--- config.mk ---
export PLATFORM = sky130hd
export DESIGN_NAME = irq_ctrl
export DESIGN_NICKNAME = d
export VERILOG_FILES = /design/src/irq_ctrl_pkg.sv /design/src/irq_ctrl.sv
export SDC_FILE = /design/constraint.sdc
export NUM_CORES = 1
export LEC_CHECK = 0
export ABC_AREA = 1
export BUFFER_PORTS_ARGS = -buffer_cell sky130_fd_sc_hd__buf_2
export CAP_MARGIN = 10
export CORE_MARGIN = 4
export CORE_UTILIZATION = 59
export DETAILED_ROUTE_END_ITERATION = 12
export PLACE_DENSITY = 0.84
export SYNTH_ARGS = -nofsm -noshare
export SYNTH_HDL_FRONTEND = slang
export SYNTH_SLANG_ARGS = --single-unit
--- constraint.sdc ---
create_clock -name clk_i -period 5.45 [get_ports clk_i]
set_clock_uncertainty 0.15 [all_clocks]
set_input_delay 0.545 -clock clk_i [delete_from_list [all_inputs] [get_ports clk_i]]
set_output_delay 0.545 -clock clk_i [all_outputs]
set_load 0.01 [all_outputs]
--- src/irq_ctrl_pkg.sv ---
/*
 * constants for the interrupt controller: register offsets, field
 * positions, reset values, edge codes and vector layout.
 * assumes an 8-bit apb address space with one 32-bit word per register.
 */
package irq_ctrl_pkg;
    localparam int NGRP = 6;
    localparam int NPIN = 4;
    localparam int NSRC = NPIN + NGRP;
    localparam int ADDR_W = 8;

    // register byte offsets
    localparam logic [7:0] OFF_GRP0 = 8'h00;
    localparam logic [7:0] OFF_STEP = 8'h04;
    localparam logic [7:0] OFF_CTRL = 8'h18;
    localparam logic [7:0] OFF_FLAG = 8'h1C;
    localparam logic [7:0] OFF_EDGE = 8'h20;
    localparam logic [7:0] OFF_STAT = 8'h24;

    // reset value of every register
    localparam logic [7:0] RST_BYTE = 8'h00;

    // implemented bits per group register, group 5 first
    localparam logic [NGRP-1:0][7:0] GRP_MASK = {
        8'h33, 8'hFF, 8'hFF, 8'h33, 8'hFF, 8'hFF
    };

    // field positions
    localparam int FLG_LSB = 4;
    localparam int CTRL_EMI = 0;
    localparam int CTRL_PIN_EN = 4;
    localparam int CTRL_GRP_EN = 8;
    localparam int FLAG_PIN = 0;
    localparam int FLAG_GRP = 8;
    localparam int STAT_SFULL = 0;
    localparam int STAT_WAKE = 1;
    localparam int STAT_LAST = 4;

    // edge select codes
    localparam logic [1:0] EDGE_OFF = 2'b00;
    localparam logic [1:0] EDGE_RISE = 2'b01;
    localparam logic [1:0] EDGE_FALL = 2'b10;
    localparam logic [1:0] EDGE_BOTH = 2'b11;

    // vector table: base plus index times step
    localparam int VEC_BASE = 4;
    localparam int VEC_STEP = 4;
endpackage

--- src/irq_ctrl.sv ---
/*
 * interrupt controller: six grouped request registers, four edge pins,
 * global and individual enables, fixed priority, pc push and vectoring.
 * assumes an apb master, a core giving an instruction boundary strobe,
 * the next pc and a stack-full level, and single-cycle source pulses.
 */
// The register addresses and the APB slave port were left to the implementer.
`timescale 1ns/1ns
module irq_ctrl #(
    parameter int PC_W = 13
) (
    input wire logic clk_i,
    input wire logic rstn_i,
    input wire logic psel_i,
    input wire logic penable_i,
    input wire logic pwrite_i,
    input wire logic [irq_ctrl_pkg::ADDR_W-1:0] paddr_i,
    input wire logic [31:0] pwdata_i,
    output logic [31:0] prdata_o,
    output logic pready_o,
    output logic pslverr_o,
    input wire logic [4*irq_ctrl_pkg::NGRP-1:0] src_evt_i,
    input wire logic [irq_ctrl_pkg::NPIN-1:0] pin_i,
    input wire logic [irq_ctrl_pkg::NPIN-1:0] pin_func_sel_i,
    input wire logic [irq_ctrl_pkg::NPIN-1:0] pin_dir_in_i,
    input wire logic [PC_W-1:0] pc_i,
    input wire logic boundary_i,
    input wire logic stack_full_i,
    input wire logic return_from_interrupt_i,
    output logic call_o,
    output logic [PC_W-1:0] vector_o,
    output logic [PC_W-1:0] push_pc_o,
    output logic pop_o,
    output logic wake_o
);
    import irq_ctrl_pkg::*;

    typedef struct packed {
        logic [NGRP-1:0][7:0] grp_reg;
        logic global_irq_enable;
        logic [NPIN-1:0] pin_irq_enable;
        logic [NGRP-1:0] group_irq_enable;
        logic [NPIN-1:0] pin_irq_flag;
        logic [NGRP-1:0] group_irq_flag;
        logic [7:0] pin_edge_select_reg;
        logic [NPIN-1:0] sync1;
        logic [NPIN-1:0] sync2;
        logic [NPIN-1:0] sync3;
        logic [NPIN-1:0] pin_level;
        logic call;
        logic pop;
        logic [PC_W-1:0] vector;
        logic [PC_W-1:0] push_pc;
        logic [3:0] last_src;
        logic [31:0] rdata;
        logic err;
    } state_t;

    state_t s;
    state_t next_s;

    logic [NSRC-1:0] req;
    logic [NGRP-1:0] member_live;
    logic [NPIN-1:0] pin_ok;
    logic any_flag;

    // elaboration check: vector table must fit in the pc
    if (PC_W < 8 || PC_W > 16) begin : g_pc_w_check
        $error("irq_ctrl: PC_W must be 8 to 16");
    end

    // group request needs a member flag with its own enable
    for (genvar g = 0; g < NGRP; g++) begin : g_member
        assign member_live[g] = |(s.grp_reg[g][7:FLG_LSB] & s.grp_reg[g][FLG_LSB-1:0]);
    end

    // pin only serves as interrupt input when fully configured
    assign pin_ok = s.pin_irq_enable & pin_func_sel_i & pin_dir_in_i;

    // per-source vectoring request, gated by individual enables
    always_comb begin
        for (int p = 0; p < NPIN; p++) begin
            req[p] = s.pin_irq_flag[p] & s.pin_irq_enable[p]
                & (s.pin_edge_select_reg[2*p +: 2] != EDGE_OFF);
        end
        for (int g = 0; g < NGRP; g++) begin
            req[NPIN+g] = s.group_irq_flag[g] & s.group_irq_enable[g] & member_live[g];
        end
    end

    // any recorded flag, for wake-up
    always_comb begin
        any_flag = |s.pin_irq_flag | |s.group_irq_flag;
        for (int g = 0; g < NGRP; g++) begin
            any_flag = any_flag | |s.grp_reg[g][7:FLG_LSB];
        end
    end

    // next-state logic
    always_comb begin
        logic wr;
        logic take;
        logic [3:0] sel;
        logic [NGRP-1:0] grp_rise;
        logic [NPIN-1:0] agree;
        logic [NPIN-1:0] rise;
        logic [NPIN-1:0] fall;
        logic [NPIN-1:0] hit;
        logic [1:0] code;
        logic [7:0] a;
        logic [31:0] rd;
        logic bad;
        wr = 1'b0;
        take = 1'b0;
        sel = 4'h0;
        grp_rise = '0;
        agree = '0;
        rise = '0;
        fall = '0;
        hit = '0;
        code = EDGE_OFF;
        a = paddr_i;
        rd = 32'h0000_0000;
        bad = 1'b0;
        next_s = s;
        next_s.call = 1'b0;

        // return strobe pops the saved pc one cycle later
        next_s.pop = return_from_interrupt_i;

        // three-stage pin synchroniser, change taken once stages 2,3 agree
        next_s.sync1 = pin_i;
        next_s.sync2 = s.sync1;
        next_s.sync3 = s.sync2;
        agree = ~(s.sync2 ^ s.sync3);
        rise = agree & s.sync3 & ~s.pin_level;
        fall = agree & ~s.sync3 & s.pin_level;
        next_s.pin_level = (agree & s.sync3) | (~agree & s.pin_level);

        // apb register writes
        wr = psel_i & penable_i & pwrite_i;
        for (int g = 0; g < NGRP; g++) begin
            if (wr && a == OFF_GRP0 + 8'(g) * OFF_STEP) begin
                next_s.grp_reg[g] = pwdata_i[7:0] & GRP_MASK[g];
            end
        end
        if (wr && a == OFF_CTRL) begin
            next_s.global_irq_enable = pwdata_i[CTRL_EMI];
            next_s.pin_irq_enable = pwdata_i[CTRL_PIN_EN +: NPIN];
            next_s.group_irq_enable = pwdata_i[CTRL_GRP_EN +: NGRP];
        end
        if (wr && a == OFF_FLAG) begin
            next_s.pin_irq_flag = pwdata_i[FLAG_PIN +: NPIN];
            next_s.group_irq_flag = pwdata_i[FLAG_GRP +: NGRP];
        end
        if (wr && a == OFF_EDGE) begin
            next_s.pin_edge_select_reg = pwdata_i[7:0];
        end

        // fixed priority: lowest index wins, pins before groups
        for (int i = NSRC - 1; i >= 0; i--) begin
            if (req[i]) begin
                sel = 4'(i);
            end
        end
        take = s.global_irq_enable & |req & ~stack_full_i & boundary_i & ~s.call;

        // accept: push pc, load vector, block nesting, clear own flag
        if (take) begin
            next_s.call = 1'b1;
            next_s.push_pc = pc_i;
            next_s.vector = PC_W'(VEC_BASE + VEC_STEP * int'(sel));
            next_s.last_src = sel;
            next_s.global_irq_enable = 1'b0;
            if (sel < 4'(NPIN)) begin
                next_s.pin_irq_flag[sel[1:0]] = 1'b0;
            end else begin
                next_s.group_irq_flag[3'(sel - 4'(NPIN))] = 1'b0;
            end
        end

        // source events set member flags whatever the enables
        for (int g = 0; g < NGRP; g++) begin
            next_s.grp_reg[g][7:FLG_LSB] = next_s.grp_reg[g][7:FLG_LSB]
                | (src_evt_i[4*g +: 4] & GRP_MASK[g][7:FLG_LSB]);
            grp_rise[g] = |(next_s.grp_reg[g][7:FLG_LSB] & ~s.grp_reg[g][7:FLG_LSB]);
        end
        // member flag rising sets its group flag, over any clear
        next_s.group_irq_flag = next_s.group_irq_flag | grp_rise;

        // pin edge detection per selected edge code
        for (int p = 0; p < NPIN; p++) begin
            code = s.pin_edge_select_reg[2*p +: 2];
            case (code)
                EDGE_RISE: hit[p] = rise[p];
                EDGE_FALL: hit[p] = fall[p];
                EDGE_BOTH: hit[p] = rise[p] | fall[p];
                default: hit[p] = 1'b0;
            endcase
        end
        next_s.pin_irq_flag = next_s.pin_irq_flag | (hit & pin_ok);

        // read mux, captured in the setup phase
        for (int g = 0; g < NGRP; g++) begin
            if (a == OFF_GRP0 + 8'(g) * OFF_STEP) begin
                rd = {24'h00_0000, s.grp_reg[g] & GRP_MASK[g]};
            end
        end
        case (a)
            OFF_CTRL: begin
                rd[CTRL_EMI] = s.global_irq_enable;
                rd[CTRL_PIN_EN +: NPIN] = s.pin_irq_enable;
                rd[CTRL_GRP_EN +: NGRP] = s.group_irq_enable;
            end
            OFF_FLAG: begin
                rd[FLAG_PIN +: NPIN] = s.pin_irq_flag;
                rd[FLAG_GRP +: NGRP] = s.group_irq_flag;
            end
            OFF_EDGE: rd[7:0] = s.pin_edge_select_reg;
            OFF_STAT: begin
                rd[STAT_SFULL] = stack_full_i;
                rd[STAT_WAKE] = any_flag;
                rd[STAT_LAST +: 4] = s.last_src;
            end
            default: begin
                bad = (a > OFF_GRP0 + 8'(NGRP - 1) * OFF_STEP) || (a[1:0] != 2'b00);
            end
        endcase
        if (psel_i && !penable_i) begin
            next_s.rdata = bad ? 32'h0000_0000 : rd;
            next_s.err = bad;
        end
    end

    // state register
    always_ff @(posedge clk_i or negedge rstn_i) begin
        if (!rstn_i) begin
            s <= '0;
        end else begin
            s <= next_s;
        end
    end

    // outputs
    assign prdata_o = s.rdata;
    assign pready_o = 1'b1;
    assign pslverr_o = s.err & psel_i & penable_i;
    assign call_o = s.call;
    assign vector_o = s.vector;
    assign push_pc_o = s.push_pc;
    assign pop_o = s.pop;
    assign wake_o = any_flag;
endmodule

* Yosys cells after proc, flatten, opt, wreduce, memory -nomap -nowiden *
Index checks and enable logic that the tools add are counted.

word-level totals
  register bits = 154
  bits in latches = 0
  RAM bits = 0
  bits in read-only memories = 0
  output and inout bits = 63
  logic and storage cells = 230
  memories = 0

cells by class
  add/sub/neg operators = 2
  multipliers = 0
  divide/modulo/power cells = 0
  magnitude comparators = 6
  equality and inequality tests = 21
  shift-type cells = 0
  mux-type cells = 44
  bitwise gates (word level) = 85
  reductions and logical operators = 43

operators by type and width
  cell                                           count
  2-to-1 mux 32 bit                              6
  OR reduction 4 bit                             20
  bitwise AND 4 bit                              19
  2-to-1 mux 8 bit                               7
  2-to-1 mux 4 bit                               11
  inverter 4 bit                                 11
  == test 8 x 5 -> 1 bit, second input constant  4
  bitwise AND 1 bit                              28
  OR 4 bit                                       6
  2-to-1 mux 10 bit                              2
  == test 2 bit, second input constant           8
  == test 8 x 4 -> 1 bit, second input constant  2
  == test 8 x 6 -> 1 bit, second input constant  2
  one-hot mux 1 bit (3 select lines)             5
  logical AND 1 bit                              12
  one-hot mux 4 bit (3 select lines)             1
  one-hot mux 6 bit (2 select lines)             1
  nonzero test 2 bit                             6
  2-to-1 mux 11 bit                              1
  OR 1 bit                                       11
  OR reduction 10 bit                            1
  bitwise AND 4 x 2 -> 4 bit                     2
  == test 2 x 1 -> 1 bit, second input constant  4
  == test 8 x 3 -> 1 bit, second input constant  1
  other kinds (24)                               30

* Logic depth before layout (Yosys ltp) *
Gate-level depths: netlist of run 1.

  depth after elaboration = 23
  mapped depth = 18
  depth with buffers taken out = 18

* Worst setup path after synthesis of run 1 *
Ideal clock, no wire load.

  path type = register -> register
  start point = register s[140] in the netlist's numbering
  end point = register s (netlist bit vector_o[4])
  setup time = 0.083 ns
  arrival time = 1.755 ns
  required time = 5.217 ns
  setup slack = 3.462 ns
  stages on the path, launching flop included = 16
  path buffers = 0
  period minus slack after synthesis = 1.988 ns
  cell sequence = dfrtp_1 -> inv_1 -> o21ai_0 -> o21bai_1 -> nand2_1 -> nand2_1 -> nand2_1 -> nand2_1 -> nand2_1 -> nand2_1 -> nand2_1 -> nand2_1 -> inv_1 -> ha_1 -> xor2_1 -> o21ai_0

on the way
  word-level cells in the longest chain between the ends = 12
  elaborated cells on any way between the ends = 17
  those cells by class = 1 x add/sub; 8 x mux; 6 x bitwise; 2 x reduce/logical

RTL lines
  item                           RTL line         RTL
  from (decl)                    irq_ctrl.sv:59   state_t s;
  from (signal assigned)         irq_ctrl.sv:240  s <= next_s;
  bitwise AND 4 bit *            irq_ctrl.sv:74   assign member_live[g] = |(s.grp_reg[g][7:FLG_LSB] & s.grp_reg[g][FLG_LSB-1:0]);
  OR reduction 4 bit *           irq_ctrl.sv:74
  bitwise AND 1 bit *            irq_ctrl.sv:87   req[NPIN+g] = s.group_irq_flag[g] & s.group_irq_enable[g] & member_live[g];
  2-to-1 mux 4 bit (8 in a row)  irq_ctrl.sv:162  if (req[i]) begin
  adder 3 x 6 -> 7 bit           irq_ctrl.sv:172  next_s.vector = PC_W'(VEC_BASE + VEC_STEP * int'(sel));

Mark *: on every way between the ends. The rest lies on a longest branch, timed or not.
A chain may end at the register's enable or synchronous reset.

* Final worst setup path of run 1 *
  start point = register s[141] in the netlist's numbering
  end point = output wake_o

on the way
  word-level cells in the longest chain between the ends = 4

RTL lines
  item                   RTL line        RTL
  OR reduction 4 bit     irq_ctrl.sv:95  any_flag = any_flag | |s.grp_reg[g][7:FLG_LSB];
  OR 1 bit (3 in a row)  irq_ctrl.sv:95
  to (decl)              irq_ctrl.sv:34  output logic wake_o

No other way between the ends.

==> results of run 1 <==
## worst max-delay path: stages, from the launching register on
cell     delay (ps)
dfrtp_1         430
nor4_1          380
nand3_1         110
nor2_1          150
nand4_1         180
buf_2           210
## path summary, 6_finish.rpt
kind	from	cells past startpoint	slack, ps	end
min reg2reg	next_s[73]	0	200	next_s[69]
max in group asynchronous	rstn_i	2	3790	s[134]
max reg2reg	s[130]	9	2990	vector_o[3]
max	s[141]	5	2870	wake_o
min	pin_i[0]	1	70	next_s[73]
min in group asynchronous	rstn_i	1	120	s[121]
## power breakdown
group / total, W / internal [W] / leakage, nW / switching, W
combinational: 0.000183 / 0.0000614 / 2.50 / 0.000122
clock: 0.00111 / 0.000701 / 0.287 / 0.000409
sequential: 0.000993 / 0.000975 / 1.52 / 0.0000179
total: 0.00229 / 0.00174 / 4.31 / 0.000549
## layout make-up
type / count / area, um^2 / share of cell area (%)
multi-input combinational: 557 / 2810 / 35.9
timing repair buffer: 113 / 576 / 7.36
inverter: 126 / 478 / 6.11
tap: 143 / 179 / 2.29
clock inverter: 11 / 114 / 1.46
sequential: 128 / 3200 / 40.9
clock buffer: 20 / 467 / 5.96
## cell families (layout without fill, tap and decap cells)
kind of cell | count (synthesis) | in the layout
AOI/OAI and AO/OA | 175 | 175
xor gates and xnor gates | 1 | 1
adders and majority gates | 12 | 12
buffers and inverters | 203 | 270
DFF | 128 | 128
other | 2 | 27
and+or+nand+nor | 342 | 342
## sequential cells by signal, indices dropped and copies added (netlist names), named ones only
name and flops:
push_pc_o 13, call_o 1, vector_o 5, s 82, next_s 8, prdata_o 14, pop_o 1
## routing by layer
| layer | GRT usage, % | wire length [um] | up-vias |
|---|---|---|---|
| li1 | - | - | 2855 |
| met1 | 39.1 | 7490 | 2839 |
| met2 | 43.8 | 8530 | 331 |
| met3 | 6.84 | 2020 | 54 |
| met4 | 11.0 | 624 | 0 |
| met5 | 0 | 0 | - |
## cells in the final DEF (no fill, tap or decap), types with 5 or more instances in the layout
cell type / instances
clkbuf_16: 17
nand2_1: 238
nor2_2: 5
o21ai_0: 79
o21bai_1: 22
nor2_1: 35
nand3_1: 24
buf_2: 109
inv_2: 7
nor2_4: 6
ha_1: 12
conb_1: 27
dfrtp_1: 128
o31ai_1: 6
nor4_1: 6
a21oi_1: 19
nand4_1: 9
clkinv_2: 8
o2111ai_1: 7
inv_1: 116
o22ai_1: 19
nand2_2: 8
## synth_stat cells, drive strengths merged, types with 2 or more instances
cell,instances
nand2,249
dfrtp,128
inv,124
o21ai,87
buf,73
nor2,47
nand3,25
o21bai,23
a21oi,20
o22ai,19
ha,12
nand4,9
o2111ai,7
nor4,6
o31ai,6
a21boi,4
clkbuf,4
nor3,4
o211ai,3
a211oi,2
a22o,2
and3,2
clkinv,2
conb,2
## through the flow
step / total power [W] / cells / worst slack, ps / hold WS, ps
2_1_floorplan: 0.00112 / 888 / 3460 / 99.4
3_3_place_gp: 0.00118 / 1067 / 2620 / 182
3_5_place_dp: 0.00119 / 1067 / 2570 / 187
4_1_cts: 0.00229 / 1098 / 2880 / 68.2
5_1_grt: 0.00238 / 1098 / 2750 / 62.5
6_report: 0.00229 / 1098 / 2870 / 75.0
==> results.sh, run 1 <==
export IMPL_run_status="completed"
export IMPL_gr_total_overflow=0
export IMPL_synth_compound_area_share_pct=15.3
export IMPL_drc=0
export IMPL_synth_simple_gate_area_share_pct=21.3
export IMPL_root_buffer="clkbuf_16"
export IMPL_synth_top_area_share_pct=46.1
export IMPL_die_area_um2=13600
export IMPL_dp_hpwl_um=13700
export IMPL_synth_top_family_by_area="simple AND/OR/NAND/NOR gates"
export IMPL_rsz0062_at_grt="false"
export IMPL_grt_pass1_wl_um=29000
export IMPL_dr_pass1_iters=5
export IMPL_critPathRequiredTime_ps=4760
export IMPL_finalHoldViolCount=0
export IMPL_p_per_area_nw_per_um2=292
export IMPL_antenna_cells=0
export IMPL_finalSetupViolations=0
export IMPL_postLayoutCellArea_um2=7830
export IMPL_cts_path_max_buffers=2
export IMPL_cts_resized_gates=0
export IMPL_vias=6079
export IMPL_crit_path_end_kind="output pin"
export IMPL_clkTransAtPathRegs_ps=50
export IMPL_ios=160
export IMPL_antenna_found_initial=0
export IMPL_tightest_slew_ps=953
export IMPL_synth_ff_type="dfrtp_1"
export IMPL_ys_types=41
export IMPL_core_area_um2=11500
export IMPL_grt_usage_pct=28.4
export IMPL_postCtsSetupBuffers=0
export IMPL_fin_crit_ps=2580
export IMPL_cts_hold_buf=0
export IMPL_drive_above_1_share_pct=19.3
export IMPL_synth_edf_count=0
export IMPL_rows=39
export IMPL_ant_nets=0
export IMPL_relSlewSlack_pct=36.5
export IMPL_drtIter0Drc=632
export IMPL_synthArstFlopShare_pct=100
export IMPL_grt_pass1_vias=5614
export IMPL_drv_cap=0
export IMPL_portBuffers=110
export IMPL_cts_made_buffers=17
export IMPL_cts_tree="done"
export IMPL_via_per_inst=5.54
export IMPL_htreeDepth=4
export IMPL_nFillCells=965
export IMPL_avgSynthCellArea_um2=8.06
export IMPL_p_leak_nw=4.31
export IMPL_maxSlewViolCount=0
export IMPL_fmax_mhz=387
export IMPL_critical_path_class="register to output pin"
export IMPL_num_nets_final=1052
export IMPL_fin_util_pct=68.2
export IMPL_place_congestion=0.988
export IMPL_synth_xor_area_share_pct=0.126
export IMPL_synth_warnings=0
export IMPL_min_path_type="primary input to register"
export IMPL_dpl_cell_area_um2=7240
export IMPL_crit_arrival_ps=1890
export IMPL_fin_crit_sh_pct=47.4
export IMPL_crit_fanout=4
export IMPL_clock_sink_count=128
export IMPL_ys_seq_elements=128
export IMPL_netlist_top_cells_area="dfrtp_1 (46%), nand2_1 (13%), buf_4 (6.6%), inv_1 (6.3%), o21ai_0 (5.7%)"
export IMPL_setup_tns_ps=0
export IMPL_die_h_um=117
export IMPL_start_util_pct=60.6
export IMPL_fp_dieW_um=117
export IMPL_synthMuxAreaShare_pct=0
export IMPL_wl_um=18700
export IMPL_synth_area_leader_cell="dfrtp_1"
export IMPL_syn_instance_count=863
export IMPL_synth_adder_area_share_pct=2.16
export IMPL_grt_start_max_net_pins=77
export IMPL_yosysSeqAreaShare_pct=46.1
export IMPL_avgRoutedWirePerCell_um=17.0
export IMPL_clk_insertion_delay_late_ps=430
export IMPL_area_growth_pct=12.5
export IMPL_syn_area_um2=6950
export IMPL_crit_path_start_kind="register"
export IMPL_peakVddDrop_v=0.000230
No activity file was read; power rests on OpenSTA's default activity.
==> inputs of run 2 (changes only) <==
- CORE_UTILIZATION: 59 -> 49
- PLACE_DENSITY: 0.84 -> 0.74
- clock period: 5.45 -> 2.1 ns (I/O delays scaled with it)
==> results.sh, run 2 (synthesis gave the netlist of run 1 again) <==
export IMPL_die_area_um2=16200
export IMPL_drive_above_1_share_pct=27.3
export IMPL_maxSlewViolCount=0
export IMPL_min_path_cells=3
export IMPL_grt_start_max_net_pins=49
export IMPL_num_nets_final=1185
export IMPL_clkTransAtPathRegs_ps=60
export IMPL_holdPathEnd="s[84]"
export IMPL_dp_hpwl_um=15200
export IMPL_cts_tree="done"
export IMPL_antenna_cells=0
export IMPL_grt_pass1_vias=6307
export IMPL_place_congestion=0.976
export IMPL_clockPowerShare_pct=47.6
export IMPL_grt_pass1_wl_um=33200
export IMPL_relSlewSlack_pct=62.1
export IMPL_run_status="finished, violations left"
export IMPL_cts_path_max_buffers=2
export IMPL_nFillCells=1166
export IMPL_rrSetupSlack_ps=10
export IMPL_final_cell_mix="nand2_1 (223), dfrtp_1 (127), buf_2 (109), inv_1 (106), o21ai_0 (77)"
export IMPL_peakVddDrop_v=0.000521
export IMPL_p_leak_nw=4.96
export IMPL_crit_fanout=3
export IMPL_fin_util_pct=66.9
export IMPL_ant_nets=0
export IMPL_critPathRequiredTime_ps=1740
export IMPL_rows=43
export IMPL_tightest_slew_ps=564
export IMPL_p_switching_w=0.00151
export IMPL_htreeDepth=4
export IMPL_avgRoutedWirePerCell_um=16.6
export IMPL_r2r_start="s[119]"
export IMPL_p_total_w=0.00624
export IMPL_clock_sink_count=128
export IMPL_final_common_cell="nand2_1"
export IMPL_drc=0
export IMPL_crit_path_start_kind="register"
export IMPL_worst_r2r_path_depth=12
export IMPL_fin_crit_sh_pct=105
export IMPL_postLayoutCellArea_um2=9290
export IMPL_fmax_mhz=455
export IMPL_drtIter0Drc=568
export IMPL_crit_arrival_ps=1840
export IMPL_final_setup_worst_slack_ps=-95.5
export IMPL_grt_usage_pct=26.6
export IMPL_p_sw_share_pct=24.2
export IMPL_antenna_found_initial=0
export IMPL_ios=160
export IMPL_finalSetupViolations=1
export IMPL_start_util_pct=50.1
export IMPL_largest_register="s"
export IMPL_violations="setup timing"
export IMPL_seqPwrFrac_pct=41.4
export IMPL_finalHoldViolCount=0
export IMPL_place_inst=1164
export IMPL_drv_cap=0
export IMPL_dr_pass1_iters=5
export IMPL_min_path_type="primary input to register"
export IMPL_vias=6492
export IMPL_comb_power_share_pct=11.0
export IMPL_portBuffers=110
export IMPL_fin_crit_ps=2200
export IMPL_rsz0062_at_grt="true"
export IMPL_largest_reg_flops=82
export IMPL_via_per_inst=5.12
export IMPL_timing_rr_end="s[97]"
export IMPL_cts_made_buffers=17
export IMPL_critical_path_class="register to output pin"
export IMPL_hold_start="pwdata_i[3]"
export IMPL_dpl_cell_area_um2=7770
export IMPL_die_h_um=127
export IMPL_fp_dieW_um=127
export IMPL_clk_insertion_delay_late_ps=420
export IMPL_p_per_area_nw_per_um2=671
export IMPL_setup_tns_ps=-95.5
export IMPL_wl_um=21100
export IMPL_crit_path_end_kind="output pin"
export IMPL_fin_cells=1269
export IMPL_cell_internal_pwr_w=0.00473
export IMPL_core_area_um2=13900
export IMPL_gr_total_overflow=0
export IMPL_area_growth_pct=33.6
export IMPL_root_buffer="clkbuf_16"
==> run 2: changes by cell type in the layout (fill, tap and decap cells not counted), moves of 4 or more <==
cell           before  now
nand2_2             8   20
buf_6               0    5
nand2_1           238  223
buf_4               4   67
inv_1             116  106
inv_2               7   15
dlygate4sd3_1       0   62
ha_1               12    8
==> run 2: critical path, stage by stage (launching register included) <==
cell and delay (ps):
dfrtp_1 390, buf_6 140, nor4_4 270, nand3_1 120, nor2_1 120, nand4_1 170
buf_2 210
==> run 2: metal layers <==
metal / routed length (um) / track usage, % / vias up
met2: 9870 / 42.0 / 276
met5: 0 / 0 / -
met4: 569 / 10.2 / 0
met3: 1440 / 5.02 / 42
li1: - / - / 3127
met1: 9170 / 36.5 / 3047
==> run 2: power groups by stage <==
| stage | registers [W] | logic, W | clock network (W) |
|---|---|---|---|
| 3_5_place_dp | 0.00262 | 0.000525 | 0 |
| 6_report | 0.00258 | 0.000687 | 0.00297 |
| 5_1_grt | 0.00259 | 0.000760 | 0.00313 |
| 3_3_place_gp | 0.00261 | 0.000516 | 0 |
| 2_1_floorplan | 0.00261 | 0.000310 | 0 |
| 4_1_cts | 0.00258 | 0.000623 | 0.00300 |
==> run 2: cell type report <==
class / instances / area [um^2] / area share, %
clock inverter: 9 / 105 / 1.13
multi-input combinational: 557 / 2980 / 32.1
timing repair buffer: 246 / 1790 / 19.2
inverter: 126 / 493 / 5.31
sequential: 128 / 3200 / 34.5
clock buffer: 23 / 498 / 5.36
tap: 180 / 225 / 2.42
==> run 2: how the worst max path moves through the flow <==
stage / slack (ps) / end / from
global placement: -20 / vector_o[4] / s[136]
detailed placement: -70 / vector_o[4] / s[136]
CTS: -40 / wake_o / s[154]
finish: -100 / wake_o / s[148]
floorplan: 110 / vector_o[4] / s[140]
global route: -180 / wake_o / s[148]
==> run 2: repair_timing <==
item,in CTS,in global routing
endpoints found under the hold margin,187,0
pin swaps,7,21
setup endpoints to repair,9,32
hold buffers,62,0
buffers inserted,5,8
resized for setup,15,48
==> run 2: stage by stage <==
stage	hold slack (ps)	setup slack, ps
floorplan	-236	112
CTS	39.3	-42.1
finish	37.8	-95.5
detailed placement	-39.6	-68.9
global route	71.5	-177
global placement	-44.0	-15.6
==> inputs of run 3 (changes only) <==
- CORE_MARGIN: 4 -> 2
- SETUP_SLACK_MARGIN: unset -> 0.3
==> results.sh, run 3 (synthesis gave the netlist of run 1 again) <==
export IMPL_final_setup_worst_slack_ps=-76.7
export IMPL_place_congestion=0.993
export IMPL_crit_path_start_kind="register"
export IMPL_drtIter0Drc=641
export IMPL_drive_above_1_share_pct=34.9
export IMPL_drc=0
export IMPL_min_path_cells=3
export IMPL_fp_dieW_um=123
export IMPL_cts_path_max_buffers=2
export IMPL_timing_rr_end="vector_o[4]"
export IMPL_num_nets_final=1215
export IMPL_largest_reg_flops=82
export IMPL_largest_register="s"
export IMPL_fin_crit_sh_pct=104
export IMPL_min_path_type="primary input to register"
export IMPL_place_inst=1171
export IMPL_peakVddDrop_v=0.000466
export IMPL_p_per_area_nw_per_um2=633
export IMPL_start_util_pct=50.1
export IMPL_dr_pass1_iters=5
export IMPL_clkTransAtPathRegs_ps=60
export IMPL_critical_path_class="register to output pin"
export IMPL_grt_usage_pct=29.8
export IMPL_setup_tns_ps=-217
export IMPL_vias=6880
export IMPL_ant_nets=0
export IMPL_avgRoutedWirePerCell_um=17.9
export IMPL_clock_sink_count=128
export IMPL_fin_crit_ps=2180
export IMPL_crit_fanout=3
export IMPL_holdPathEnd="s[113]"
export IMPL_die_area_um2=15200
export IMPL_gr_total_overflow=0
export IMPL_rrSetupSlack_ps=-60
export IMPL_drv_cap=0
export IMPL_worst_r2r_path_depth=16
export IMPL_dp_hpwl_um=15200
export IMPL_fin_cells=1300
export IMPL_antenna_found_initial=1
export IMPL_p_leak_nw=5.26
export IMPL_grt_pass1_wl_um=33500
export IMPL_maxSlewViolCount=0
export IMPL_hold_start="pwdata_i[3]"
export IMPL_final_cell_mix="nand2_1 (185), dfrtp_1 (127), buf_2 (109), inv_1 (104), buf_4 (83)"
export IMPL_run_status="finished, violations left"
export IMPL_die_h_um=123
export IMPL_grt_start_max_net_pins=36
export IMPL_ios=160
export IMPL_wl_um=23200
export IMPL_area_growth_pct=42.4
export IMPL_clk_insertion_delay_late_ps=420
export IMPL_rsz0062_at_grt="true"
export IMPL_cts_made_buffers=17
export IMPL_core_area_um2=13900
export IMPL_cts_tree="done"
export IMPL_grt_pass1_vias=6524
export IMPL_via_per_inst=5.29
export IMPL_violations="setup timing"
export IMPL_final_common_cell="nand2_1"
export IMPL_fmax_mhz=459
export IMPL_portBuffers=110
export IMPL_r2r_start="s[147]"
export IMPL_root_buffer="clkbuf_16"
export IMPL_critPathRequiredTime_ps=1740
export IMPL_rows=43
export IMPL_finalHoldViolCount=0
export IMPL_crit_arrival_ps=1820
export IMPL_finalSetupViolations=7
export IMPL_crit_path_end_kind="output pin"
export IMPL_htreeDepth=4
export IMPL_nFillCells=1036
## run 3: changes by cell type in the layout (fill, tap and decap cells not counted), sizes merged
cell | before | now
buf | 184 | 210
bufinv | 2 | 1
clkinv | 6 | 10
clkinvlp | 4 | 1
diode | 0 | 1
dlygate4sd3 | 62 | 61
inv | 123 | 128
## run 3: how the worst max path moves through the flow
stage | startpoint | end | slack (ps) | depth (start not counted)
after floorplan | s[140] | vector_o[4] | 260 | 15
after CTS | s[154] | wake_o | -50 | 6
after global placement | s[144] | s[96] | 30 | 17
after detailed placement | s[144] | s[96] | 20 | 17
final | s[96] | wake_o | -80 | 6
after global routing | s[147] | vector_o[4] | -200 | 16
## run 3: routing by layer
| layer | track usage (%) | vias up | share of wire (%) |
|---|---|---|---|
| met5 | 0 | - | 0 |
| met4 | 14.6 | 0 | 4.2 |
| met3 | 6.04 | 73 | 8.0 |
| met2 | 46.9 | 380 | 48 |
| met1 | 39.2 | 3240 | 40 |
| li1 | - | 3187 | - |
## run 3: critical path, stage by stage, from the launching register on
cell     delay (ps)
dfrtp_1         400
buf_6           140
nor4_4          260
nand3_1         120
nor2_2          120
nand4_1         160
buf_2           200
## run 3: repair_timing
action	CTS	global route
hold buffers	61	0
hold endpoints to repair	169	0
pin swaps	35	44
resized for setup	104	56
endpoints found under the setup margin	36	37
setup buffers	16	14
cloned	3	2
## run 3: power by group
group	total (W)	switching, W	internal (W)
logic	0.000827	0.000459	0.000368
clock network	0.00286	0.00114	0.00173
registers	0.00258	0.0000458	0.00253
## run 3: layout make-up
cell class / count / area, um^2 / area share, %
clock buffer: 21 / 470 / 4.75
sequential: 128 / 3200 / 32.4
inverter: 126 / 493 / 4.98
antenna: 1 / 2.50 / 0.0253
timing repair buffer: 273 / 2070 / 20.9
clock inverter: 11 / 105 / 1.06
multi-input combinational: 557 / 3290 / 33.2
timing repair inverter: 3 / 48.8 / 0.493
tap: 180 / 225 / 2.27
## run 3: stage by stage
stage	hold WS [ps]	instance area (um^2)	total power [W]	utilization (%)	worst slack [ps]
global placement	32.5	7850	0.00315	56.5	34.8
detailed placement	32.6	7850	0.00316	56.5	17.6
CTS	37.8	9540	0.00617	68.7	-48.3
finish	35.5	9900	0.00627	71.3	-76.7
floorplan	-236	7080	0.00293	-	261
global route	82.2	9900	0.00648	71.3	-204
